$ cat config.mk
export PLATFORM = sky130hd
export DESIGN_NAME = sec_exc_ctrl
export DESIGN_NICKNAME = d
export VERILOG_FILES = /design/src/sec_exc_ctrl.v
export VERILOG_INCLUDE_DIRS = /design/src
export SDC_FILE = /design/constraint.sdc
export NUM_CORES = 1
export LEC_CHECK = 0
export BUFFER_PORTS_ARGS = -buffer_cell sky130_fd_sc_hd__buf_2
export CORE_MARGIN = 5
export CORE_UTILIZATION = 40
export DETAILED_ROUTE_END_ITERATION = 7
export GPL_ROUTABILITY_DRIVEN = 1
export PLACE_DENSITY = 0.73
export REMOVE_ABC_BUFFERS = 1
export SYNTH_ARGS = -nofsm -noshare
export SYNTH_HDL_FRONTEND = slang
export SYNTH_SLANG_ARGS = --single-unit
export TNS_END_PERCENT = 50
$ cat constraint.sdc
create_clock -name clk_i -period 3.6 [get_ports clk_i]
set_input_delay 0.54 -clock clk_i [delete_from_list [all_inputs] [get_ports clk_i]]
set_output_delay 0.54 -clock clk_i [all_outputs]
set_load 0.005 [all_outputs]
$ cat src/sec_regs.vh
`ifndef SEC_REGS_VH
`define SEC_REGS_VH

// Register offsets, byte addresses
`define SEC_OFF_CTST 8'h04
`define SEC_OFF_RCTL 8'h0c
`define SEC_OFF_PMASK 8'h10

// Control-and-state register fields
`define SEC_CTST_NMI_SET 31
`define SEC_CTST_NMI_CLR 30
`define SEC_CTST_SVC_SET 28
`define SEC_CTST_SVC_CLR 27
`define SEC_CTST_TICK_SET 26
`define SEC_CTST_TICK_CLR 25
`define SEC_CTST_TICK_NS 24
`define SEC_CTST_STEP_PRE 23
`define SEC_CTST_IRQ_PEND 22
`define SEC_CTST_PEND_MSB 20
`define SEC_CTST_PEND_LSB 12
`define SEC_CTST_RET_BASE 11
`define SEC_CTST_ACT_MSB 8
`define SEC_CTST_ACT_LSB 0

// Reset-control register fields
`define SEC_RCTL_KEY_MSB 31
`define SEC_RCTL_KEY_LSB 16
`define SEC_RCTL_KEY 16'h05fa
`define SEC_RCTL_ENDIAN 15
`define SEC_RCTL_SBOOST 14
`define SEC_RCTL_FLT_NS 13
`define SEC_RCTL_GRP_MSB 10
`define SEC_RCTL_GRP_LSB 8
`define SEC_RCTL_RST_SEC 3
`define SEC_RCTL_RST_REQ 2
`define SEC_RCTL_CLR_ACT 1

// Priority mask register field
`define SEC_PMASK_BIT 0

// Reset values
`define SEC_PEND_RST 1'b0
`define SEC_CTRL_RST 1'b0
`define SEC_GRP_RST 3'h0
`define SEC_DATA_RST 32'h00000000

// Cycles after reset release before the endianness strap is caught
`define SEC_STRAP_WAIT 2'h2

`endif
$ cat src/sec_exc_ctrl.v
// The Wishbone slave port and the register addresses are this design's own decisions.
`timescale 1ns/1ps
`default_nettype none
`include "sec_regs.vh"

module sec_exc_ctrl #(
	parameter ADDR_W = 8
) (
	input wire clk_i,
	input wire rst_i,
	input wire wb_cyc_i,
	input wire wb_stb_i,
	input wire wb_we_i,
	input wire [ADDR_W-1:0] wb_adr_i,
	input wire [3:0] wb_sel_i,
	input wire [31:0] wb_dat_i,
	output reg [31:0] wb_dat_o,
	output reg wb_ack_o,
	input wire bus_priv_i,
	input wire bus_secure_i,
	input wire dbg_reset_req_i,
	input wire tick_event_i,
	input wire nmi_taken_i,
	input wire svc_taken_i,
	input wire tick_taken_i,
	input wire irq_pending_i,
	input wire [8:0] pending_num_i,
	input wire [8:0] active_num_i,
	input wire step_preempt_i,
	input wire exc_return_i,
	input wire fault_i,
	input wire big_endian_i,
	output reg nmi_pend_o,
	output reg svc_pend_o,
	output reg tick_pend_o,
	output reg tick_nonsecure_o,
	output reg secure_priority_boost_o,
	output reg fault_nmi_security_o,
	output reg [2:0] priority_group_o,
	output reg reset_request_o,
	output reg clear_active_o,
	output reg priority_mask_o,
	output reg return_to_thread_o,
	output reg escalate_hardfault_o,
	output reg fault_taken_o
);

////////////////////////////////////////////////////////////////////////////////
// Helpers

// True when data bit n lies in a selected byte lane and is written as 1
function wr_one;
	input [3:0] sel;
	input [31:0] dat;
	input integer n;
	begin
		wr_one = sel[n / 8] & dat[n];
	end
endfunction

// True when the byte lane holding bit n is selected
function lane_on;
	input [3:0] sel;
	input integer n;
	begin
		lane_on = sel[n / 8];
	end
endfunction

////////////////////////////////////////////////////////////////////////////////
// Bus decode

wire [ADDR_W-1:0] adr_word;
wire req;
wire wr_acc;
wire rd_acc;
wire hit_ctst;
wire hit_rctl;
wire hit_pmask;
wire key_ok;

assign adr_word = {wb_adr_i[ADDR_W-1:2], 2'b00};
assign req = wb_cyc_i & wb_stb_i & ~wb_ack_o;
assign wr_acc = req & wb_we_i;
assign rd_acc = req & ~wb_we_i;
assign hit_ctst = (adr_word == `SEC_OFF_CTST);
assign hit_rctl = (adr_word == `SEC_OFF_RCTL);
assign hit_pmask = (adr_word == `SEC_OFF_PMASK);
assign key_ok = wb_sel_i[3] & wb_sel_i[2] &
	(wb_dat_i[`SEC_RCTL_KEY_MSB:`SEC_RCTL_KEY_LSB] == `SEC_RCTL_KEY);

wire ctst_wr;
wire rctl_wr;
wire pmask_wr;

assign ctst_wr = wr_acc & hit_ctst;
assign rctl_wr = wr_acc & hit_rctl & key_ok;
assign pmask_wr = wr_acc & hit_pmask & bus_priv_i;

////////////////////////////////////////////////////////////////////////////////
// Software set and clear strobes

wire nmi_set;
wire nmi_clr;
wire svc_set;
wire svc_clr;
wire tick_set;
wire tick_clr;

assign nmi_set = ctst_wr &
	wr_one(wb_sel_i, wb_dat_i, `SEC_CTST_NMI_SET);
assign nmi_clr = ctst_wr &
	wr_one(wb_sel_i, wb_dat_i, `SEC_CTST_NMI_CLR);
assign svc_set = ctst_wr &
	wr_one(wb_sel_i, wb_dat_i, `SEC_CTST_SVC_SET);
assign svc_clr = ctst_wr &
	wr_one(wb_sel_i, wb_dat_i, `SEC_CTST_SVC_CLR);
assign tick_set = ctst_wr &
	wr_one(wb_sel_i, wb_dat_i, `SEC_CTST_TICK_SET);
assign tick_clr = ctst_wr &
	wr_one(wb_sel_i, wb_dat_i, `SEC_CTST_TICK_CLR);

////////////////////////////////////////////////////////////////////////////////
// Pending flags, a set always wins over any clear in the same cycle

always @(posedge clk_i) begin
	if (rst_i) begin
		nmi_pend_o <= `SEC_PEND_RST;
		svc_pend_o <= `SEC_PEND_RST;
		tick_pend_o <= `SEC_PEND_RST;
	end else begin
		if (nmi_set)
			nmi_pend_o <= 1'b1;
		else if (nmi_clr | nmi_taken_i)
			nmi_pend_o <= 1'b0;
		if (svc_set)
			svc_pend_o <= 1'b1;
		else if (svc_clr | svc_taken_i)
			svc_pend_o <= 1'b0;
		if (tick_set | tick_event_i)
			tick_pend_o <= 1'b1;
		else if (tick_clr | tick_taken_i)
			tick_pend_o <= 1'b0;
	end
end

// Tick target state
always @(posedge clk_i) begin
	if (rst_i)
		tick_nonsecure_o <= `SEC_CTRL_RST;
	else if (ctst_wr & lane_on(wb_sel_i, `SEC_CTST_TICK_NS))
		tick_nonsecure_o <= wb_dat_i[`SEC_CTST_TICK_NS];
end

////////////////////////////////////////////////////////////////////////////////
// Return-to-base status and exception return

wire ret_base_nxt;
reg ret_base_r;

assign ret_base_nxt = (active_num_i != 9'h000) & ~irq_pending_i &
	(pending_num_i == 9'h000) & ~nmi_pend_o & ~svc_pend_o & ~tick_pend_o;

always @(posedge clk_i) begin
	if (rst_i)
		ret_base_r <= 1'b0;
	else
		ret_base_r <= ret_base_nxt;
end

always @(posedge clk_i) begin
	if (rst_i)
		return_to_thread_o <= 1'b0;
	else
		return_to_thread_o <= exc_return_i & ret_base_r;
end

////////////////////////////////////////////////////////////////////////////////
// Endianness strap, synchronised and caught once after reset release

reg endian_s1_r;
reg endian_s2_r;
reg [1:0] strap_cnt_r;
reg endian_r;

always @(posedge clk_i) begin
	if (rst_i) begin
		endian_s1_r <= 1'b0;
		endian_s2_r <= 1'b0;
	end else begin
		endian_s1_r <= big_endian_i;
		endian_s2_r <= endian_s1_r;
	end
end

always @(posedge clk_i) begin
	if (rst_i) begin
		strap_cnt_r <= 2'h0;
		endian_r <= 1'b0;
	end else if (strap_cnt_r != `SEC_STRAP_WAIT + 2'h1) begin
		strap_cnt_r <= strap_cnt_r + 2'h1;
		if (strap_cnt_r == `SEC_STRAP_WAIT)
			endian_r <= endian_s2_r;
	end
end

////////////////////////////////////////////////////////////////////////////////
// Reset-control register

reg rst_sec_only_r;
wire sw_reset_ok;

// Non-secure software may not request reset while the secure-only bit is set
assign sw_reset_ok = bus_secure_i | ~rst_sec_only_r;

always @(posedge clk_i) begin
	if (rst_i) begin
		secure_priority_boost_o <= `SEC_CTRL_RST;
		fault_nmi_security_o <= `SEC_CTRL_RST;
		priority_group_o <= `SEC_GRP_RST;
		rst_sec_only_r <= `SEC_CTRL_RST;
	end else if (rctl_wr) begin
		if (lane_on(wb_sel_i, `SEC_RCTL_SBOOST))
			secure_priority_boost_o <= wb_dat_i[`SEC_RCTL_SBOOST];
		if (lane_on(wb_sel_i, `SEC_RCTL_FLT_NS))
			fault_nmi_security_o <= wb_dat_i[`SEC_RCTL_FLT_NS];
		if (lane_on(wb_sel_i, `SEC_RCTL_GRP_LSB))
			priority_group_o <=
				wb_dat_i[`SEC_RCTL_GRP_MSB:`SEC_RCTL_GRP_LSB];
		if (bus_secure_i & lane_on(wb_sel_i, `SEC_RCTL_RST_SEC))
			rst_sec_only_r <= wb_dat_i[`SEC_RCTL_RST_SEC];
	end
end

// System reset request holds until the system resets the block
always @(posedge clk_i) begin
	if (rst_i)
		reset_request_o <= 1'b0;
	else if (dbg_reset_req_i)
		reset_request_o <= 1'b1;
	else if (rctl_wr & sw_reset_ok &
		wr_one(wb_sel_i, wb_dat_i, `SEC_RCTL_RST_REQ))
		reset_request_o <= 1'b1;
end

// One-cycle pulse that clears every active state
always @(posedge clk_i) begin
	if (rst_i)
		clear_active_o <= 1'b0;
	else
		clear_active_o <= rctl_wr &
			wr_one(wb_sel_i, wb_dat_i, `SEC_RCTL_CLR_ACT);
end

////////////////////////////////////////////////////////////////////////////////
// Priority mask and fault escalation

always @(posedge clk_i) begin
	if (rst_i)
		priority_mask_o <= `SEC_CTRL_RST;
	else if (pmask_wr & lane_on(wb_sel_i, `SEC_PMASK_BIT))
		priority_mask_o <= wb_dat_i[`SEC_PMASK_BIT];
end

always @(posedge clk_i) begin
	if (rst_i) begin
		escalate_hardfault_o <= 1'b0;
		fault_taken_o <= 1'b0;
	end else begin
		escalate_hardfault_o <= fault_i & priority_mask_o;
		fault_taken_o <= fault_i & ~priority_mask_o;
	end
end

////////////////////////////////////////////////////////////////////////////////
// Read data

reg [31:0] rd_data;

always @* begin
	rd_data = `SEC_DATA_RST;
	if (hit_ctst) begin
		rd_data[`SEC_CTST_NMI_SET] = nmi_pend_o;
		rd_data[`SEC_CTST_SVC_SET] = svc_pend_o;
		rd_data[`SEC_CTST_TICK_SET] = tick_pend_o;
		rd_data[`SEC_CTST_TICK_NS] = tick_nonsecure_o;
		rd_data[`SEC_CTST_STEP_PRE] = step_preempt_i;
		rd_data[`SEC_CTST_IRQ_PEND] = irq_pending_i;
		rd_data[`SEC_CTST_PEND_MSB:`SEC_CTST_PEND_LSB] =
			pending_num_i;
		rd_data[`SEC_CTST_RET_BASE] = ret_base_r;
		rd_data[`SEC_CTST_ACT_MSB:`SEC_CTST_ACT_LSB] =
			active_num_i;
	end else if (hit_rctl) begin
		rd_data[`SEC_RCTL_ENDIAN] = endian_r;
		rd_data[`SEC_RCTL_SBOOST] = secure_priority_boost_o;
		rd_data[`SEC_RCTL_FLT_NS] = fault_nmi_security_o;
		rd_data[`SEC_RCTL_GRP_MSB:`SEC_RCTL_GRP_LSB] = priority_group_o;
		rd_data[`SEC_RCTL_RST_SEC] = rst_sec_only_r;
	end else if (hit_pmask) begin
		rd_data[`SEC_PMASK_BIT] = priority_mask_o;
	end
end

////////////////////////////////////////////////////////////////////////////////
// Bus answer, one wait state, unmapped reads return zero

always @(posedge clk_i) begin
	if (rst_i) begin
		wb_ack_o <= 1'b0;
		wb_dat_o <= `SEC_DATA_RST;
	end else begin
		wb_ack_o <= req;
		if (rd_acc)
			wb_dat_o <= rd_data;
		else
			wb_dat_o <= `SEC_DATA_RST;
	end
end

endmodule // sec_exc_ctrl

`default_nettype wire

==> results of run 1 <==
-- cell type report --
class | instances | area (sq um) | share of cell area
inverters | 7 | 26.3 | 0.0100
repair buffers | 112 | 561 | 0.214
multi-input cells | 120 | 820 | 0.313
clock inverters | 2 | 60.1 | 0.0229
well taps | 54 | 67.6 | 0.0258
clock buffers | 6 | 82.6 | 0.0315
flip-flops and latches | 50 | 1000 | 0.382
-- placed cells by master (no fill, tap or decap), drive strengths merged, types with 5 or more instances in the layout --
cell type  count
buf          112
dfxtp         50
and2          19
a21oi         12
nor2          11
nand4          8
inv            7
nand2          7
o31ai          7
nor3           7
clkbuf         6
nor4           5
a22o           5
conb           5
-- worst min-delay path, cell delays in order, from the launching register on --
cell and delay [ns]:
dfxtp_1 0.32, nand2_1 0.05, nor2_1 0.03
-- stage by stage --
stage	power [W]	hold WS, ns	setup WS, ns	cells
after floorplan	0.000613	0.405	1.85	177
after global placement	0.000667	0.413	1.26	343
after detailed placement	0.000669	0.426	1.25	343
after CTS	0.00114	0.429	1.55	351
after global routing	0.00118	0.433	1.45	351
final	0.00113	0.436	1.59	351
-- report_power, final --
part	total [W]	internal [W]	switching (W)
clock	0.000473	0.000296	0.000177
combinational	0.0000878	0.0000460	0.0000418
sequential	0.000568	0.000562	0.00000594
total	0.00113	0.000904	0.000225
-- layer usage --
layer | wire [um] | part of all wire
met5 | 0 | 0
met4 | 45 | 0.0091
met3 | 463 | 0.094
met2 | 2410 | 0.49
met1 | 2030 | 0.41
-- final timing paths --
path / depth (start not counted) / slack [ns] / to
max reg2reg: 3 / 1.75 / wb_dat_o[15]$_SDFF_PP0_
min: 2 / 0.44 / return_to_thread_o$_SDFF_PP0_
min reg2reg: 2 / 0.44 / return_to_thread_o$_SDFF_PP0_
max: 4 / 1.59 / wb_dat_o[15]$_SDFF_PP0_
-- cell families (layout without fill, tap and decap cells) --
group                      count (synthesis)  after routing
adders and majority gates                  2              2
and+or+nand+nor                           79             79
xor gates and xnor gates                   1              1
AOI/OAI and AO/OA                         30             30
DFF                                       50             50
buffers and inverters                     20            127
muxes                                      3              3
other                                      1              5
==> impl_metrics.toml, run 1 <==
[run_status]
status = "finished, final reports clean"

[setup_path]
end_kind = "register"
worstPathCellList = "buf_2, or4_1, nor2_2, a22o_1"
critical_path.top_delay_family = "simple AND/OR/NAND/NOR gates"
crit_fanout = 25
cp.required_ns = 3.83
crit_start = "rst_i"
crit_path_start_kind = "primary input"
r2r-start = "wb_ack_o$_SDFF_PP0_"
crit_path_top_delay_cell = "or4_1"
slowest_delay_ns = 0.68
crit_buf_inv = 1
arrival_ns = 2.25
worstSetupPathType = "primary input to register"

[clocking]
h-tree-depth = 2
clk_path_buf_depth = 2
clock_sinks = 50
ctsHoldBuffers = 0
cts_root_buffer = "clkbuf_8"
numCtsBuffers = 5
cts_tree = "built"
clk_latency_ns = 0.29
cts_resized = 0
post_cts_buffers = 0
clk_pin_slew_ns = 0.08

[min_path]
hold_class = "register to register"
hold_start = "ret_base_r$_SDFF_PP0_"

[sta]
layout_min_cycle_time_ns = 2.02
finalSetupTns_ns = 0
fmax_mhz = 496
fin_skew_ns = 0.00822
rsz0062_at_grt = "false"
hold_viol_final = 0
slew_violations = 0
finalCritPeriodShare = 0.560
relSlewSlack = 0.579
worst_pin_slew_ns = 0.631
setup_viol = 0

[power]
powerDensity_mw_per_mm2 = 431
ir_worst_vdd_mv = 0.207
power.leakage_nw = 1.29

[final_layout]
top_regs = "wb_dat_o x27, priority_group_o x3, strap_cnt_r x2"
post-route-util = 0.558
nets = 377
largest_reg_flops = 27
synthToLayoutAreaGrowth_pct = 36.9
finalInstanceArea_sq_mm = 0.00262
drive_gt1_frac = 0.441
n_fill_cell = 437
top_register = "wb_dat_o"
diodes = 0

[logic_synthesis]
synthAdderAreaFrac = 0.0131
synth-xor-area-share = 0.00458
yosysSeqAreaShare = 0.524
async_flop_share = 0
synth_top_area_frac = 0.524
yosys.area_share.simple = 0.279
ys_seq_elements = 50
yosysWarnings = 0
yosys-top-cells-count = "dfxtp_1 (50), and2_1 (19), a21oi_1 (12)"
ys_top_cells_by_area = "dfxtp_1 (52%), and2_1 (6.2%), a21oi_1 (3.1%), o31ai_1 (2.7%), a22o_1 (2.3%)"
synthFlopType = "dfxtp_1"
synth_most_common_cell = "dfxtp_1"
synth_edf_count = 0
synth-compound-area-share = 0.106
synthDistinctLibCells = 41
synth_top_family_by_area = "simple AND/OR/NAND/NOR gates"
synthMuxAreaShare = 0.0157
avgSynthCellArea_sq_um = 10.3
netlist_instances = 186
synth_top_cell_by_area = "dfxtp_1"
netlist_area_sq_mm = 0.00191

[route]
vias = 1705
drt_iter0_markers = 54
drt_wl_total_mm = 4.95
via_per_inst = 4.86
final_antenna_net_count = 0
wire_per_inst_um = 14.1
drc = 0
firstDrtPassIters = 6

[floorplanning]
initial_core_util = 0.407
coreArea_sq_mm = 0.00469
die_h_um = 79.1
rows = 25
dieArea_sq_mm = 0.00626
io_pins = 127
die_w_um = 79.1

[placed_design]
placedInstanceArea_sq_mm = 0.00247
io_buffers = 112
dp_hpwl_mm = 3.98
gp_congestion = 0.774

[global_routing]
gr-usage-met2 = 0.270
grt_pass1_wl_mm = 7.79
top_usage_layer = "met2"
grt_use_total = 0.158
met1_usage = 0.187
grt_use_met3 = 0.0556
grt_antenna_before_repair = 0
grt_overflow_total = 0
grt_pass1_vias = 1659
grt_max_degree = 26

[run]
drv_cap = 0
No activity file was read; power rests on OpenSTA's default activity.
==> run 2, diff against run 1 <==
--- a/config.mk
+++ b/config.mk
@@ -6,12 +6,13 @@
 export SDC_FILE = /design/constraint.sdc
 export NUM_CORES = 1
 export LEC_CHECK = 0
+export ABC_AREA = 1
 export BUFFER_PORTS_ARGS = -buffer_cell sky130_fd_sc_hd__buf_2
 export CORE_MARGIN = 5
-export CORE_UTILIZATION = 40
+export CORE_UTILIZATION = 38
 export DETAILED_ROUTE_END_ITERATION = 7
 export GPL_ROUTABILITY_DRIVEN = 1
-export PLACE_DENSITY = 0.73
+export PLACE_DENSITY = 0.72
 export REMOVE_ABC_BUFFERS = 1
 export SYNTH_ARGS = -nofsm -noshare
 export SYNTH_HDL_FRONTEND = slang
==> constraint.sdc (replaced) <==
create_clock -name clk_i -period 1.65 [get_ports clk_i]
set_input_delay 0.2475 -clock clk_i [delete_from_list [all_inputs] [get_ports clk_i]]
set_output_delay 0.2475 -clock clk_i [all_outputs]
set_load 0.005 [all_outputs]
==> impl_metrics.toml, run 2 <==
[placed_design]
placedInstanceArea_sq_mm = 0.00265
dp_hpwl_mm = 4.43
io_buffers = 112
place_ws_ns = 0.218
gp_congestion = 0.781

[run_status]
status = "finished, final reports clean"

[setup_path]
crit_fanout = 5
reg2reg_depth = 6
worstSetupPathType = "register to register"
reg2reg_to = "priority_group_o[0]$_SDFFE_PP0P_"
r2r-start = "wb_ack_o$_SDFF_PP0_"
arrival_ns = 1.56
critPathCapture = "priority_group_o[0]$_SDFFE_PP0P_"
crit_path_start_kind = "register"
reg2reg_slack_ns = 0.29
end_kind = "register"
crit_start = "wb_ack_o$_SDFF_PP0_"
cp.required_ns = 1.85

[logic_synthesis]
synthFlopType = "dfxtp_1"
netlist_instances = 269
ys_top_cells_by_area = "dfxtp_1 (50%), nor2_1 (11%), inv_1 (10%), nand2_1 (6.9%), nand4_1 (2.5%)"
yosysWarnings = 0
synth_top_area_frac = 0.497
yosys-top-cells-count = "nor2_1 (60), inv_1 (54), dfxtp_1 (50)"
netlist_area_sq_mm = 0.00201
synthDistinctLibCells = 26
synth_top_cell_by_area = "dfxtp_1"
yosysSeqAreaShare = 0.497
ys_seq_elements = 50
async_flop_share = 0
avgSynthCellArea_sq_um = 7.48
synth_edf_count = 0
synth_most_common_cell = "nor2_1"

[global_routing]
grt_use_total = 0.160
grt_pass1_vias = 1943
grt_pass1_wl_mm = 8.30
grt_antenna_before_repair = 0
grt_max_degree = 21
grt_overflow_total = 0

[sta]
rsz0062_at_grt = "false"
fin_skew_ns = 0.0104
finalSetupTns_ns = 0
setup_viol = 0
layout_setup_ws_ns = 0.291
finalCritPeriodShare = 0.824
layout_min_cycle_time_ns = 1.36
hold_viol_final = 0
slew_violations = 0
fmax_mhz = 736

[power]
netSwitchingFraction = 0.228
p_int_w = 0.00178
p_clk_frac = 0.374
power_frac_seq = 0.537
powerDensity_mw_per_mm2 = 834
power.leakage_nw = 1.55
ir_worst_vdd_mv = 0.364
switching_power_w = 0.000525
power_frac_comb = 0.090

[route]
drc = 0
firstDrtPassIters = 4
drt_wl_total_mm = 5.30
vias = 1994
drt_iter0_markers = 75
final_antenna_net_count = 0
via_per_inst = 4.35
wire_per_inst_um = 11.6

[floorplanning]
coreArea_sq_mm = 0.00514
initial_core_util = 0.392
io_pins = 127
rows = 26
dieArea_sq_mm = 0.00685
die_w_um = 82.8
die_h_um = 82.8

[run]
drv_cap = 0

[final_layout]
finalInstanceArea_sq_mm = 0.00276
mostFrequentLayoutCells = "buf_2 (112), nor2_1 (60), inv_1 (54)"
layout_commonest_cell = "buf_2"
top_register = "wb_dat_o"
synthToLayoutAreaGrowth_pct = 37.2
diodes = 0
nets = 468
drive_gt1_frac = 0.343
largest_reg_flops = 27
post-route-util = 0.537
top_regs = "wb_dat_o x27, priority_group_o x3, strap_cnt_r x2"

[clocking]
numCtsBuffers = 5
h-tree-depth = 2
clk_latency_ns = 0.30
post_cts_buffers = 0
clk_path_buf_depth = 2
ctsHoldBuffers = 0
clk_pin_slew_ns = 0.09
cts_tree = "built"
cts_resized = 0
cts_root_buffer = "clkbuf_8"
clock_sinks = 50

[min_path]
hold_class = "primary input to register"
## run 2: critical path, stage by stage (launching register included)
cell and delay, ns:
dfxtp_1 0.32, inv_1 0.07, nand4_2 0.14, nor2_1 0.21, nand4_1 0.29, nor2_1 0.18
nor2_1 0.06
## run 2: per-stage QoR
stage,total power [W],hold slack [ns],cells
CTS,0.00234,0.138,458
global placement,0.00147,0.401,450
floorplan,0.00134,0.317,264
finish,0.00230,0.143,458
global route,0.00242,0.147,458
detailed placement,0.00147,0.408,450
## run 2: logic make-up (layout without fill, tap and decap cells)
| group | Yosys count | in the layout | share of synthesized area |
|---|---|---|---|
| AO/OA/AOI/OAI | 23 | 23 | 0.0684 |
| flip-flops | 50 | 50 | 0.497 |
| adder cells (fa/ha/maj) | 2 | 2 | 0.0124 |
| AND/OR/NAND/NOR | 130 | 130 | 0.291 |
| buffers and inverters | 63 | 178 | 0.129 |
| other | 1 | 5 | 0.00186 |
## run 2: power by group through the flow
| stage | Clock (W) | Combinational (W) | Sequential, W |
|---|---|---|---|
| floorplan | 0 | 0.0000777 | 0.00126 |
| global placement | 0 | 0.000203 | 0.00126 |
| detailed placement | 0 | 0.000208 | 0.00126 |
| CTS | 0.000894 | 0.000208 | 0.00124 |
| global route | 0.000936 | 0.000240 | 0.00124 |
| finish | 0.000860 | 0.000207 | 0.00124 |
## run 2: layout make-up
class / count / area [sq um]
inverters: 54 / 203
clock buffers: 5 / 68.8
flip-flops and latches: 50 / 1000
well taps: 70 / 87.6
clock inverters: 3 / 43.8
fillers: 526 / 2380
multi-input cells: 160 / 768
repair buffers: 116 / 591
## run 2: worst min-delay path by stage
stage / start / endpoint / slack, ns / cells past startpoint
floorplan: rst_i / nmi_pend_o$_SDFFE_PP0P_ / 0.32 / 1
global placement: endian_s1_r$_SDFF_PP0_ / endian_s2_r$_SDFF_PP0_ / 0.40 / 2
detailed placement: endian_s1_r$_SDFF_PP0_ / endian_s2_r$_SDFF_PP0_ / 0.41 / 2
CTS: big_endian_i / endian_s1_r$_SDFF_PP0_ / 0.14 / 3
global route: exc_return_i / return_to_thread_o$_SDFF_PP0_ / 0.15 / 3
finish: big_endian_i / endian_s1_r$_SDFF_PP0_ / 0.14 / 3
## run 2: routing by layer
| metal | wire, um | vias to the layer above | global-route usage |
|---|---|---|---|
| met3 | 546 | 10 | 0.0475 |
| li1 | - | 1054 | - |
| met2 | 2460 | 76 | 0.281 |
| met4 | 97 | 0 | 0.0572 |
| met5 | 0 | - | 0 |
| met1 | 2190 | 854 | 0.183 |
==> run 3, diff against run 2 <==
--- a/config.mk
+++ b/config.mk
@@ -9,7 +9,7 @@
 export ABC_AREA = 1
 export BUFFER_PORTS_ARGS = -buffer_cell sky130_fd_sc_hd__buf_2
 export CORE_MARGIN = 5
-export CORE_UTILIZATION = 38
+export CORE_UTILIZATION = 40
 export DETAILED_ROUTE_END_ITERATION = 7
 export GPL_ROUTABILITY_DRIVEN = 1
 export PLACE_DENSITY = 0.72
==> constraint.sdc (replaced) <==
create_clock -name clk_i -period 1.35 [get_ports clk_i]
set_input_delay 0.2025 -clock clk_i [delete_from_list [all_inputs] [get_ports clk_i]]
set_output_delay 0.2025 -clock clk_i [all_outputs]
set_load 0.005 [all_outputs]
==> impl_metrics.toml, run 3 (synthesis results as in run 2) <==
[route]
via_per_inst = 4.41
drt_iter0_markers = 51
final_antenna_net_count = 0
wire_per_inst_um = 11.7
drt_wl_total_mm = 5.40
drc = 0
firstDrtPassIters = 4
vias = 2029

[final_layout]
top_regs = "wb_dat_o x27, priority_group_o x3, strap_cnt_r x2"
top_register = "wb_dat_o"
layout_commonest_cell = "buf_2"
nets = 473
n_fill_cell = 473
mostFrequentLayoutCells = "buf_2 (112), nor2_1 (59), inv_1 (53)"
largest_reg_flops = 27
synthToLayoutAreaGrowth_pct = 40.3
regArea_sq_mm = 0.00100
multiInputGateArea_sq_um = 800
diodes = 0
drive_gt1_frac = 0.364
post-route-util = 0.586

[global_routing]
grt_pass1_vias = 1983
met1_usage = 0.182
grt_max_degree = 21
grt_use_met3 = 0.0521
gr-usage-met2 = 0.305
grt_use_total = 0.165
grt_overflow_total = 0
grt_antenna_before_repair = 0
top_usage_layer = "met2"
grt_pass1_wl_mm = 8.36

[setup_path]
cp.required_ns = 1.57
cp_num_cells = 6
critical_path.top_delay_family = "simple AND/OR/NAND/NOR gates"
arrival_ns = 1.51
crit_buf_inv = 2
reg2reg_to = "wb_dat_o[8]$_SDFF_PP0_"
r2r-start = "wb_ack_o$_SDFF_PP0_"
slowest_delay_ns = 0.33
crit_path_top_delay_cell = "dfxtp_2"
crit_path_start_kind = "register"
reg2reg_slack_ns = 0.06
worstSetupPathType = "register to register"
end_kind = "register"
crit_fanout = 20
worstPathCellList = "inv_2, nand3_4, nor3_4, nand2_2, buf_12, o22ai_2"
reg2reg_depth = 6

[min_path]
hold_depth = 3
hold_start = "big_endian_i"
min_to = "endian_s1_r$_SDFF_PP0_"
hold_class = "primary input to register"

[placed_design]
gp_congestion = 0.821
dp_hpwl_mm = 4.49
io_buffers = 112

[power]
powerDensity_mw_per_mm2 = 938
power.leakage_nw = 1.57
ir_worst_vdd_mv = 0.499

[clocking]
ctsHoldBuffers = 0
cts_root_buffer = "clkbuf_8"
clk_latency_ns = 0.30
clk_pin_slew_ns = 0.09
h-tree-depth = 2
clk_path_buf_depth = 2
numCtsBuffers = 5
cts_tree = "built"
clock_sinks = 50

[run_status]
status = "finished, final reports clean"

[sta]
fin_skew_ns = 0.00659
slew_violations = 0
hold_viol_final = 0
fmax_mhz = 773
layout_min_cycle_time_ns = 1.29
setup_viol = 0
finalCritPeriodShare = 0.958
timing.hold.ws_ns = 0.105

[floorplanning]
die_h_um = 80.9
initial_core_util = 0.418
coreArea_sq_mm = 0.00482
io_pins = 127
die_w_um = 80.9
dieArea_sq_mm = 0.00655
rows = 25

[run]
drv_cap = 0
==> run 3: cell type report <==
cell class,instances,area share
multi-input cells,160,0.283
clock inverters,2,0.00443
flip-flops and latches,50,0.355
repair buffers,121,0.227
well taps,67,0.0297
clock buffers,6,0.0292
inverters,54,0.0718
==> run 3: worst max-delay path by stage <==
stage,slack [ns],start,to
after floorplan,0.007,wb_ack_o$_SDFF_PP0_,wb_dat_o[8]$_SDFF_PP0_
after global placement,-0.0008,wb_dat_i[25],priority_group_o[1]$_SDFFE_PP0P_
after detailed placement,-0.05,wb_dat_i[25],secure_priority_boost_o$_SDFFE_PP0P_
after CTS,0.04,wb_ack_o$_SDFF_PP0_,wb_dat_o[8]$_SDFF_PP0_
after global routing,-0.01,wb_ack_o$_SDFF_PP0_,priority_group_o[0]$_SDFFE_PP0P_
final,0.06,wb_ack_o$_SDFF_PP0_,wb_dat_o[8]$_SDFF_PP0_
==> run 3: per-layer routing <==
| metal | vias up | wire length (um) |
|---|---|---|
| met2 | 76 | 2650 |
| met3 | 6 | 502 |
| met4 | 0 | 43 |
| met1 | 884 | 2210 |
| li1 | 1063 | - |
| met5 | - | 0 |
==> run 3: stage by stage <==
stage	instances	setup TNS (ns)	setup WS [ns]	power, W	area [sq um]
after global placement	451	-0.000808	-0.000808	0.00179	2690
final	460	0	0.0571	0.00265	2820
after detailed placement	451	-0.132	-0.0462	0.00180	2690
after global routing	460	-0.0144	-0.0144	0.00279	2820
after CTS	460	0	0.0403	0.00268	2790
after floorplan	264	0	0.00657	0.00164	1970
==> run 3: worst reg2reg max path: stages, from the launching register on <==
cell and delay (ns):
dfxtp_2 0.33, inv_2 0.09, nand3_4 0.08, nor3_4 0.31, nand2_2 0.11, buf_12 0.16
o22ai_2 0.14
==> run 3: report_power, final <==
group	internal, W	switching, W	total (W)
Sequential	0.00150	0.0000145	0.00151
Combinational	0.000124	0.000136	0.000261
Clock	0.000412	0.000466	0.000878
==> run 3: what timing repair did <==
| action | CTS | global route |
|---|---|---|
| gates cloned | 0 | 0 |
| endpoints found under the setup margin | 4 | 6 |
| buffers inserted | 1 | 0 |
| pin swaps | 1 | 2 |
| gates resized for setup | 0 | 8 |
